<file path="src/tap_params.svh">
/*
  Constants for the boundary-scan test port: register lengths, instruction codes
  and reset values. Assumes inclusion by bare name from the design files.
*/
`ifndef TAP_PARAMS_SVH
`define TAP_PARAMS_SVH
`define TAP_IR_LEN 4
`define TAP_BSR_LEN 256
`define TAP_ID_LEN 32
`define TAP_IR_CAPTURE 4'h1
`define TAP_INS_EXTEST 4'h0
`define TAP_INS_SAMPLE 4'h1
`define TAP_INS_IDCODE 4'h2
`define TAP_INS_HIGHZ 4'h9
`define TAP_INS_CLAMP 4'hC
`define TAP_INS_BYPASS 4'hF
`define TAP_ID_DEFAULT 32'h0000_1001
`endif

</file>
<file path="src/tap_pkg.sv">
/*
  Types shared by the test port modules. Assumes nothing of its surroundings.
*/
package tap_pkg;
  typedef enum logic [15:0] {
    ST_RESET = 16'h0001, ST_IDLE = 16'h0002, ST_SEL_DR = 16'h0004,
    ST_CAP_DR = 16'h0008, ST_SH_DR = 16'h0010, ST_EX1_DR = 16'h0020,
    ST_PA_DR = 16'h0040, ST_EX2_DR = 16'h0080, ST_UPD_DR = 16'h0100,
    ST_SEL_IR = 16'h0200, ST_CAP_IR = 16'h0400, ST_SH_IR = 16'h0800,
    ST_EX1_IR = 16'h1000, ST_PA_IR = 16'h2000, ST_EX2_IR = 16'h4000,
    ST_UPD_IR = 16'h8000
  } tap_state_t;
endpackage

</file>
<file path="src/tck_if.sv">
/*
  Interface carrying synchronised test clock events from the pin sampler to the
  controller. Assumes both ends run on the same system clock.
*/
`timescale 1ns/1ps
`default_nettype none
interface tck_if;
  logic rise;
  logic fall;
  logic tms;
  logic tdi;
  logic trst_n;
  modport src (output rise, output fall, output tms, output tdi, output trst_n);
  modport dst (input rise, input fall, input tms, input tdi, input trst_n);
endinterface
`default_nettype wire
</file>
<file path="src/boundary_scan_tap.sv">
/*
  Boundary-scan test access port: controller, instruction register, bypass,
  identification and boundary registers, and the pin muxing they steer.
  Assumes the tester's test clock is an asynchronous pin sampled here by clk.
*/
// Summary of operation
// RULE1: Sixteen-state controller stepped by test clock, mode select.
// RULE2: One-bit bypass register between data in, out.
// RULE3: Boundary register exactly 256 bits, shifted serially.
// RULE4: Thirty-two bit identification register, captured and shifted.
// RULE5: One boundary cell per pin, single chain; here each pin pair shares one output cell and one enable cell for driving.
// RULE6: Test state independent of system logic activity.
// RULE7: Boundary cells drive and capture pins.
// RULE8: Sample captures live pins without disturbing them.
// RULE9: Bypass shortens path to one bit.
// RULE10: Output disable instruction releases all drivers.
// RULE11: Clamp instruction holds outputs from boundary cells.
// RULE12: Sample on rising edge, data out falls.
// RULE13: Reset via test reset or five mode-high clocks.
`timescale 1ns/1ps
`default_nettype none
`include "tap_params.svh"
module boundary_scan_tap import tap_pkg::*; #(
  parameter int NPINS = `TAP_BSR_LEN,
  parameter logic [31:0] ID_VALUE = `TAP_ID_DEFAULT
) (
  input wire logic clk,
  input wire logic resetn,
  input wire logic ce,
  input wire logic tck,
  input wire logic tms,
  input wire logic tdi,
  input wire logic trst_n,
  output logic tdo_o,
  output logic tdo_oe_n,
  input wire logic [NPINS-1:0] sys_out,
  input wire logic [NPINS-1:0] sys_oe_n,
  input wire logic [NPINS-1:0] pin_in,
  output logic [NPINS-1:0] pin_out,
  output logic [NPINS-1:0] pin_oe_n,
  output logic test_mode
);
  // Output cells sit in the even chain slots, enable cells in the odd ones.
  localparam int HALF = NPINS / 2;
  tck_if ev ();
  tap_pin_sync u_sync (
    .clk(clk),
    .resetn(resetn),
    .ce(ce),
    .tck_pin(tck),
    .tms_pin(tms),
    .tdi_pin(tdi),
    .trst_n_pin(trst_n),
    .ev(ev)
  );

  tap_state_t st_q, st_d;
  logic [`TAP_IR_LEN-1:0] ir_q, ir_d, irs_q, irs_d;
  logic byp_q, byp_d;
  logic [`TAP_ID_LEN-1:0] id_q, id_d;
  logic [NPINS-1:0] bsr_q, bsr_d, upd_q, upd_d;
  logic tdo_q, tdo_d, oe_n_q, oe_n_d;
  logic dr_out;

  // RULE1: state transition table
  always_comb begin
    st_d = st_q;
    if (ev.rise) begin
      unique case (st_q)
        ST_RESET: st_d = ev.tms ? ST_RESET : ST_IDLE;
        ST_IDLE: st_d = ev.tms ? ST_SEL_DR : ST_IDLE;
        ST_SEL_DR: st_d = ev.tms ? ST_SEL_IR : ST_CAP_DR;
        ST_CAP_DR: st_d = ev.tms ? ST_EX1_DR : ST_SH_DR;
        ST_SH_DR: st_d = ev.tms ? ST_EX1_DR : ST_SH_DR;
        ST_EX1_DR: st_d = ev.tms ? ST_UPD_DR : ST_PA_DR;
        ST_PA_DR: st_d = ev.tms ? ST_EX2_DR : ST_PA_DR;
        ST_EX2_DR: st_d = ev.tms ? ST_UPD_DR : ST_SH_DR;
        ST_UPD_DR: st_d = ev.tms ? ST_SEL_DR : ST_IDLE;
        ST_SEL_IR: st_d = ev.tms ? ST_RESET : ST_CAP_IR;
        ST_CAP_IR: st_d = ev.tms ? ST_EX1_IR : ST_SH_IR;
        ST_SH_IR: st_d = ev.tms ? ST_EX1_IR : ST_SH_IR;
        ST_EX1_IR: st_d = ev.tms ? ST_UPD_IR : ST_PA_IR;
        ST_PA_IR: st_d = ev.tms ? ST_EX2_IR : ST_PA_IR;
        ST_EX2_IR: st_d = ev.tms ? ST_UPD_IR : ST_SH_IR;
        ST_UPD_IR: st_d = ev.tms ? ST_SEL_DR : ST_IDLE;
        default: st_d = ST_RESET;
      endcase
    end
    // RULE13: asynchronous-style test reset
    if (!ev.trst_n) begin
      st_d = ST_RESET;
    end
  end

  // Instruction register; reset selects the identification register.
  always_comb begin
    ir_d = ir_q;
    irs_d = irs_q;
    if (ev.rise) begin
      if (st_q == ST_CAP_IR) begin
        irs_d = `TAP_IR_CAPTURE;
      end else if (st_q == ST_SH_IR) begin
        irs_d = {ev.tdi, irs_q[`TAP_IR_LEN-1:1]};
      end else if (st_q == ST_UPD_IR) begin
        ir_d = irs_q;
      end
    end
    // RULE13: select identification on reset
    if (st_q == ST_RESET || !ev.trst_n) begin
      ir_d = `TAP_INS_IDCODE;
    end
  end

  // Data registers shift only on test clock edges, never from system clocking.
  always_comb begin
    byp_d = byp_q;
    id_d = id_q;
    bsr_d = bsr_q;
    upd_d = upd_q;
    if (ev.rise) begin
      unique case (st_q)
        ST_CAP_DR: begin
          byp_d = 1'b0;
          id_d = ID_VALUE;
          // RULE7: capture pin levels
          // RULE8: sample live pins
          bsr_d = pin_in;
        end
        ST_SH_DR: begin
          // RULE2: one-bit bypass shift
          byp_d = ev.tdi;
          // RULE4: identification shift
          id_d = {ev.tdi, id_q[`TAP_ID_LEN-1:1]};
          // RULE3: boundary chain shift
          // RULE5: single continuous chain
          bsr_d = {ev.tdi, bsr_q[NPINS-1:1]};
        end
        ST_UPD_DR: begin
          // Clamp leaves the update latch alone so its levels stay put.
          if (ir_q == `TAP_INS_EXTEST || ir_q == `TAP_INS_SAMPLE) begin
            upd_d = bsr_q;
          end
        end
        default: begin
        end
      endcase
    end
    // RULE6: test state only on test reset
    if (!ev.trst_n) begin
      upd_d = '0;
    end
  end

  // RULE9: path shortened to bypass bit
  always_comb begin
    unique case (ir_q)
      `TAP_INS_IDCODE: dr_out = id_q[0];
      `TAP_INS_EXTEST, `TAP_INS_SAMPLE: dr_out = bsr_q[0];
      default: dr_out = byp_q;
    endcase
  end

  // RULE12: data out updates on falling edge
  always_comb begin
    tdo_d = tdo_q;
    oe_n_d = oe_n_q;
    if (ev.fall) begin
      oe_n_d = !(st_q == ST_SH_DR || st_q == ST_SH_IR);
      tdo_d = (st_q == ST_SH_IR) ? irs_q[0] : dr_out;
    end
    // RULE13: test reset releases data out
    if (!ev.trst_n) begin
      oe_n_d = 1'b1;
    end
  end

  always_ff @(posedge clk) begin
    if (!resetn) begin
      st_q <= ST_RESET;
      ir_q <= `TAP_INS_IDCODE;
      irs_q <= '0;
      byp_q <= 1'b0;
      id_q <= '0;
      bsr_q <= '0;
      upd_q <= '0;
      tdo_q <= 1'b0;
      oe_n_q <= 1'b1;
    end else if (ce) begin
      st_q <= st_d;
      ir_q <= ir_d;
      irs_q <= irs_d;
      byp_q <= byp_d;
      id_q <= id_d;
      bsr_q <= bsr_d;
      upd_q <= upd_d;
      tdo_q <= tdo_d;
      oe_n_q <= oe_n_d;
    end
  end

  assign tdo_o = tdo_q;
  assign tdo_oe_n = oe_n_q;
  assign test_mode = (ir_q == `TAP_INS_EXTEST) || (ir_q == `TAP_INS_CLAMP)
                     || (ir_q == `TAP_INS_HIGHZ);

  // Pin muxing; sample and bypass leave the system path untouched.
  always_comb begin
    pin_out = sys_out;
    pin_oe_n = sys_oe_n;
    unique case (ir_q)
      // RULE7: cells drive pins
      // RULE11: clamp holds cell levels
      `TAP_INS_EXTEST, `TAP_INS_CLAMP: begin
        for (int i = 0; i < HALF; i++) begin
          pin_out[2*i] = upd_q[2*i];
          pin_out[2*i+1] = upd_q[2*i];
          pin_oe_n[2*i] = upd_q[2*i+1];
          pin_oe_n[2*i+1] = upd_q[2*i+1];
        end
      end
      // RULE10: release all drivers
      `TAP_INS_HIGHZ: pin_oe_n = '1;
      default: begin
      end
    endcase
  end
endmodule
`default_nettype wire

</file>
<file path="src/tap_pin_sync.sv">
/*
  Samples the test port pins with the system clock. Each pin passes three
  flip-flops; a change counts once stages two and three agree.
  Assumes the test clock is much slower than clk.
*/
`timescale 1ns/1ps
`default_nettype none
module tap_pin_sync (
  input wire logic clk,
  input wire logic resetn,
  input wire logic ce,
  input wire logic tck_pin,
  input wire logic tms_pin,
  input wire logic tdi_pin,
  input wire logic trst_n_pin,
  tck_if.src ev
);
  logic [3:0] s1_q, s1_d, s2_q, s2_d, s3_q, s3_d, v_q, v_d;
  always_comb begin
    s1_d = {trst_n_pin, tdi_pin, tms_pin, tck_pin};
    s2_d = s1_q;
    s3_d = s2_q;
    v_d = v_q;
    for (int i = 0; i < 4; i++) begin
      if (s2_q[i] == s3_q[i]) begin
        v_d[i] = s3_q[i];
      end
    end
  end
  always_ff @(posedge clk) begin
    if (!resetn) begin
      s1_q <= 4'hF;
      s2_q <= 4'hF;
      s3_q <= 4'hF;
      v_q <= 4'hF;
    end else if (ce) begin
      s1_q <= s1_d;
      s2_q <= s2_d;
      s3_q <= s3_d;
      v_q <= v_d;
    end
  end
  assign ev.rise = ce & v_d[0] & ~v_q[0];
  assign ev.fall = ce & ~v_d[0] & v_q[0];
  assign ev.tms = v_d[1];
  assign ev.tdi = v_d[2];
  assign ev.trst_n = v_d[3];
endmodule
`default_nettype wire

</file>
<file path="config.mk">
export PLATFORM = sky130hd
export DESIGN_NAME = boundary_scan_tap
export DESIGN_NICKNAME = d
export VERILOG_FILES = /design/src/tap_pkg.sv /design/src/tck_if.sv /design/src/boundary_scan_tap.sv /design/src/tap_pin_sync.sv
export VERILOG_INCLUDE_DIRS = /design/src
export SDC_FILE = /design/constraint.sdc
export NUM_CORES = 2
export LEC_CHECK = 0
export BUFFER_PORTS_ARGS = -buffer_cell sky130_fd_sc_hd__buf_2
export CAP_MARGIN = 20
export CORE_AREA = 3 3 500 502
export CTS_CLUSTER_DIAMETER = 100
export DETAILED_ROUTE_END_ITERATION = 8
export DIE_AREA = 0 0 503 505
export HOLD_SLACK_MARGIN = 0.05
export PLACE_DENSITY = 0.3
export SYNTH_ARGS = -nofsm -noshare
export SYNTH_HDL_FRONTEND = slang
export SYNTH_SLANG_ARGS = --single-unit
</file>
<file path="constraint.sdc">
create_clock -name clk -period 2.4 [get_ports clk]
set_clock_uncertainty 0.1 [all_clocks]
set_input_delay 0 -clock clk [delete_from_list [all_inputs] [get_ports clk]]
set_output_delay 0 -clock clk [all_outputs]
set_load 0.02 [all_outputs]
</file>
### After elaboration in Yosys (flattened, before gate mapping)

Index checks and enable logic that the tools add are counted.

| cells by class | value |
|---|---|
| add/sub/neg operators | 0 |
| multipliers | 0 |
| divide/modulo/power cells | 0 |
| order comparisons | 0 |
| equality and inequality tests | 30 |
| shift-type cells | 0 |
| muxes and demuxes | 39 |
| bitwise operators | 6 |
| reduce and logical (&&, ||, !) cells | 24 |

Operators with widths:

| operator | count |
|---|---|
| $mux 256 | 5 |
| $pmux 256 s2 | 2 |
| $pmux 16 s12 | 1 |
| $mux 16 | 4 |
| $pmux 32 s2 | 1 |
| $mux 4 | 7 |
| $mux 9 | 2 |
| $eq 16x1->1 const B | 1 |
| $eq 16x10->1 const B | 1 |
| $eq 16x11->1 const B | 1 |
| $eq 16x12->1 const B | 1 |
| $eq 16x13->1 const B | 1 |
| $eq 16x14->1 const B | 1 |
| $eq 16x15->1 const B | 1 |
| $eq 16x16->1 const B | 1 |
| $eq 16x2->1 const B | 1 |
| $eq 16x3->1 const B | 1 |
| $eq 16x4->1 const B | 1 |
| $eq 16x5->1 const B | 1 |
| $eq 16x6->1 const B | 1 |
| $eq 16x7->1 const B | 1 |
| $eq 16x8->1 const B | 1 |
| $eq 16x9->1 const B | 1 |
| $mux 15 | 1 |
| 27 further kinds | 60 |

| storage, ports and cells | value |
|---|---|
| register bits | 587 |
| bits in latches | 0 |
| RAM bits | 0 |
| memory bits (read-only) | 0 |
| input port bits | 775 |
| output and inout bits | 515 |
| logic and storage cells | 112 |
| memories kept | 0 |

### Logic depth before layout (Yosys ltp)

| depth | value |
|---|---|
| depth after elaboration | 7 |
| mapped depth | 9 |
| mapped depth without buffers | 5 |

### By module

Synthesis repeated with hierarchy kept, for this count alone.

| unflattened totals | value |
|---|---|
| cell total of the unflattened synthesis | 3,755 |
| area, all modules | 31,013.5 um2 |

By module, submodules not included:

| module | instances | cells each | area each (um2) |
|---|---|---|---|
| boundary_scan_tap | 1 | 3,690 | 30,361.6 |
| tap_pin_sync | 1 | 65 | 651.9 |

### Worst setup path before layout

Ideal clock, no wire load.

| path | value |
|---|---|
| path type | register -> register |
| start point | register st_q[5] |
| end point | register bsr_q[160] |
| setup time | 0.146 ns |
| arrival time | 1.929 ns |
| data required time | 2.154 ns |
| slack | 0.225 ns |
| stages on the path, launching flop included | 9 |
| path buffers | 4 |
| period minus slack after synthesis | 2.175 ns |
| cell sequence | dfxtp_1 -> buf_2 -> nor4_4 -> nand4b_1 -> a211oi_1 -> buf_4 -> buf_4 -> buf_2 -> a211oi_2 |

| between the ends | value |
|---|---|
| longest elaborated chain between the ends | 3 |

RTL lines:

| what | RTL line | source |
|---|---|---|
| start, declared | boundary_scan_tap.sv:57 | `tap_state_t st_q, st_d;` |
| start signal, assigned | boundary_scan_tap.sv:189 | `st_q <= st_d;` |
| $eq 16x5->1 or $eq 16x4->1 (tied branches) | boundary_scan_tap.sv:121 | `unique case (st_q)` |
| $reduce_bool 2->1 (no line) | -- |  |
| $reduce_and 3->1 (no line) | -- |  |
| end signal, assigned | boundary_scan_tap.sv:194 | `bsr_q <= bsr_d;` |
| end, declared | boundary_scan_tap.sv:61 | `logic [NPINS-1:0] bsr_q, bsr_d, upd_q, upd_d;` |

Several ways; a longest one is shown, not always the timed one.
A chain may end at the register's enable or synchronous reset.

### Final worst setup path

| path | value |
|---|---|
| start point | register ir_q[2] |
| end point | output port pin_out[65] |

| between the ends | value |
|---|---|
| longest elaborated chain between the ends | 3 |

RTL lines:

| what | RTL line | source |
|---|---|---|
| start, declared | boundary_scan_tap.sv:58 | `` logic [`TAP_IR_LEN-1:0] ir_q, ir_d, irs_q, irs_d; `` |
| start signal, assigned | boundary_scan_tap.sv:180 | `` ir_q <= `TAP_INS_IDCODE; `` |
| start signal, assigned | boundary_scan_tap.sv:190 | `ir_q <= ir_d;` |
| $eq 4x4->1 or $logic_not 4->1 (tied branches) | boundary_scan_tap.sv:210 | `unique case (ir_q)` |
| $reduce_or 2->1 * | boundary_scan_tap.sv:210 |  |
| $mux 256 * | boundary_scan_tap.sv:210 |  |
| end, declared | boundary_scan_tap.sv:39 | `output logic [NPINS-1:0] pin_out,` |

Every way passes the cells marked *; elsewhere a longest branch is shown, timed or not.

==> metrics.md <==
| Metric | Value |
|---|---|
| Status | `finished with violations` |
| Failing checks | `negative setup slack` |
| Pre-CTS WS | `-0.0461 ns` |
| Global-route wire length before repair | `308000 um` |
| Synth top cells by count | `1189 x nand2_1, 586 x dfxtp_1, 316 x nor2_1` |
| Placement row count | `182` |
| Final WL | `249000 um` |
| Overall power | `27.3 mW` |
| DR WL met3 | `21300 um` |
| WL/cell | `29.2 um` |
| Effective utilization at floorplan | `11.6%` |
| Fmax | `0.353 GHz` |
| Root Buffer | `clkbuf_16` |
| Crit start category | `flip-flop` |
| DRC Markers | `0` |
| RSZ-0062 raised after global routing | `yes` |
| Post-route clock period utilization | `118%` |
| Mapped Area | `0.0286 mm^2` |
| Worst Path Arrival | `2.73 ns` |
| Placed Instances | `7927` |
| Worst slew margin | `42.7%` |
| Initial antenna violation count | `187` |
| Yosys top cell area share | `41.1%` |
| Clk sinks | `586` |
| Worst Tran Pin Value | `0.859 ns` |
| P&R area growth vs syn | `81.5%` |
| Yosys warning total | `0` |
| Util after Layout | `21.1%` |
| CP max FO | `24` |
| Largest cells by area after synthesis | `dfxtp_1 41%, nand2_1 16%, mux2i_1 9.5%` |
| Setup TNS | `-163.68 ns` |
| Post-route insts no fill | `8543` |
| Reg2reg setup slack | `-0.06 ns` |
| CTS clock-pin slew for the worst setup and hold paths | `0.06 ns` |
| Most used DFF post-synth | `dfxtp_1` |
| Layout filler cell count | `27400` |
| Setup ws final | `-0.433 ns` |
| Cts bufs inserted | `84` |
| CTS H-Tree Depth | `3` |
| DR top layer | `met5` |
| Placed inst area | `0.0413 mm^2` |
| All-layer global routing usage | `18.0%` |
| Die height | `505 um` |
| Leakage Power | `24.5 nW` |
| Synthesized flop and latch total | `586` |
| Vias | `33700` |
| Largest net degree at the start of global routing | `85` |
| Number of flops mapped to enable cells by yosys | `0` |
| DR pass1 iterations | `5` |
| Top-level I/O count | `1290` |
| Synthesized area per cell | `8.23 um^2` |
| M1 wire length | `110000 um` |
| IO buf count | `1289` |
| Clock Path Buffers | `3` |
| Critical Path RT | `2.30 ns` |
| Hpwl dp | `200000 um` |
| PwrDens | `527 mW/mm^2` |
| Core area | `0.246 mm^2` |
| DR vias/cell | `3.95` |
| Final hold viol count | `0` |
| Skew-Pair Late Insertion Delay | `0.71 ns` |
| Net count, final | `5975` |
| Count leader, synth | `nand2_1` |
| Hold slack | `0.141 ns` |
| Share of cells above drive strength 1 | `44.4%` |
| Setup CP Type | `reg -> out` |
| Die Wd | `503 um` |
| Final Max Slew Viols | `0` |
| CTS tree | `built` |
| HP Class | `in -> reg` |
| Gate Count Post-Synth | `3468` |
| Ys async rst share | `0%` |
| Max Cap Viol | `0` |
| Total congestion overflow | `0` |
| GP Congestion | `0.949` |
| Vias in the first global route | `33000` |
| Design area | `0.0518 mm^2` |
| Final setup viols | `619` |
| Cell taking the most area after synthesis | `dfxtp_1` |
| DIE AREA | `0.254 mm^2` |
| WL met2 | `111000 um` |
| Setup crit end kind | `output pin` |
| Peak VDD IR | `0.000454 V` |
| Tmin final | `2.83 ns` |
| Starting DRC count in detailed routing | `2286` |
| Netlist cell types | `52` |
| Sequential-to-total area share from yosys stat | `41.1%` |
| Post-route ant nets | `0` |
| Syn nets | `4243` |
==> state kept, by name, indices dropped and copies added, names as in the netlist <==
name and cells:
bsr_q 256, byp_q 1, id_q 31, ir_q 4, irs_q 4, st_q 16
tdo_o 1, tdo_oe_n 1, u_sync.s1_q 4, u_sync.s2_q 4, u_sync.s3_q 4, u_sync.v_q 4
upd_q 256
==> final cells by class <==
type	count	area (um^2)	share of cell area (%)
Sequential cell	586	11700	22.7
Inverter	5	26.3	0.0507
Antenna cell	55	138	0.266
Timing Repair Buffer	1945	16000	30.9
Clock buffer	119	2350	4.54
Tap cell	3220	4030	7.77
Multi-Input combinational cell	2578	17000	32.8
Clock inverter	35	490	0.946
==> layer usage <==
| layer | vias up | global-route usage [%] |
|---|---|---|
| met5 | - | 0 |
| li1 | 15500 | - |
| met3 | 365 | 6.04 |
| met2 | 1451 | 28.1 |
| met1 | 16300 | 23.6 |
| met4 | 112 | 4.66 |
==> layout by cell type (no fill, tap or decap), types with 8 or more instances in the layout <==
cell type | Yosys | routed
o21ai_0 | 15 | 15
buf_6 | 22 | 141
a21oi_4 | 0 | 8
diode_2 | 0 | 55
nor2_1 | 316 | 316
buf_12 | 0 | 135
buf_2 | 57 | 1064
buf_4 | 16 | 211
clkinv_2 | 0 | 12
dlygate4sd3_1 | 0 | 326
clkbuf_16 | 0 | 109
a211oi_1 | 53 | 51
clkbuf_1 | 178 | 23
buf_16 | 0 | 22
a21oi_1 | 148 | 103
nand2_8 | 0 | 8
bufinv_16 | 0 | 8
a22o_1 | 256 | 256
nand2_4 | 0 | 91
dfxtp_1 | 586 | 583
mux2i_1 | 272 | 272
a21oi_2 | 0 | 37
a211oi_2 | 205 | 205
buf_8 | 2 | 17
nand2_1 | 1189 | 868
a22oi_1 | 37 | 37
clkbuf_8 | 0 | 12
nand3_1 | 10 | 10
nand2_2 | 0 | 222
==> logic make-up (layout without fill, tap and decap cells) <==
family                   after synthesis  in the layout  synth area share [%]
AND/OR/NAND/NOR                     1566           1566                  21.4
AO/OA/AOI/OAI                        730            730                  22.5
flip-flops                           586            586                  41.1
buffers and inverters                304           2104                  5.11
multiplexers                         273            273                  9.57
XOR/XNOR                               6              6                 0.184
adder cells (fa/ha/maj)                3              3                 0.105
other                                  0             55                     0
==> worst paths after layout <==
kind,depth (start not counted),endpoint,startpoint
worst max-delay path,7,pin_out[65],ir_q[2]$_SDFFE_PN0P_
worst min-delay path,4,bsr_q[217]$_SDFFE_PN0P_,pin_in[217]
worst max register to register,8,bsr_q[210]$_SDFFE_PN0P_,st_q[6]$_SDFFE_PN0P_
worst min register to register,1,upd_q[134]$_SDFFE_PN0P_,upd_q[134]$_SDFFE_PN0P_
==> worst max-delay path, stage by stage (launching register included) <==
cell and delay, ns:
dfxtp_4 0.35, or2_4 0.25, a211o_4 0.38, buf_16 0.18
buf_16 0.18, nand2_1 0.36, nand2_1 0.09, buf_2 0.17
==> where the power goes <==
group | switching, mW | internal [mW] | total (mW)
registers | 0.00559 | 9.74 | 9.74
logic | 2.65 | 1.87 | 4.51
clock network | 5.31 | 7.76 | 13.1
total | 7.96 | 19.4 | 27.3
==> timing repair <==
| item | CTS | global route |
|---|---|---|
| pin swaps | 31 | 52 |
| buffers inserted | 19 | 18 |
| hold buffers | 326 | 0 |
| endpoints found under the hold margin | 308 | 0 |
| gates cloned | 14 | 36 |
| gates resized for setup | 333 | 556 |
| endpoints found under the setup margin | 593 | 843 |
Power figures use the tool's default switching activity.
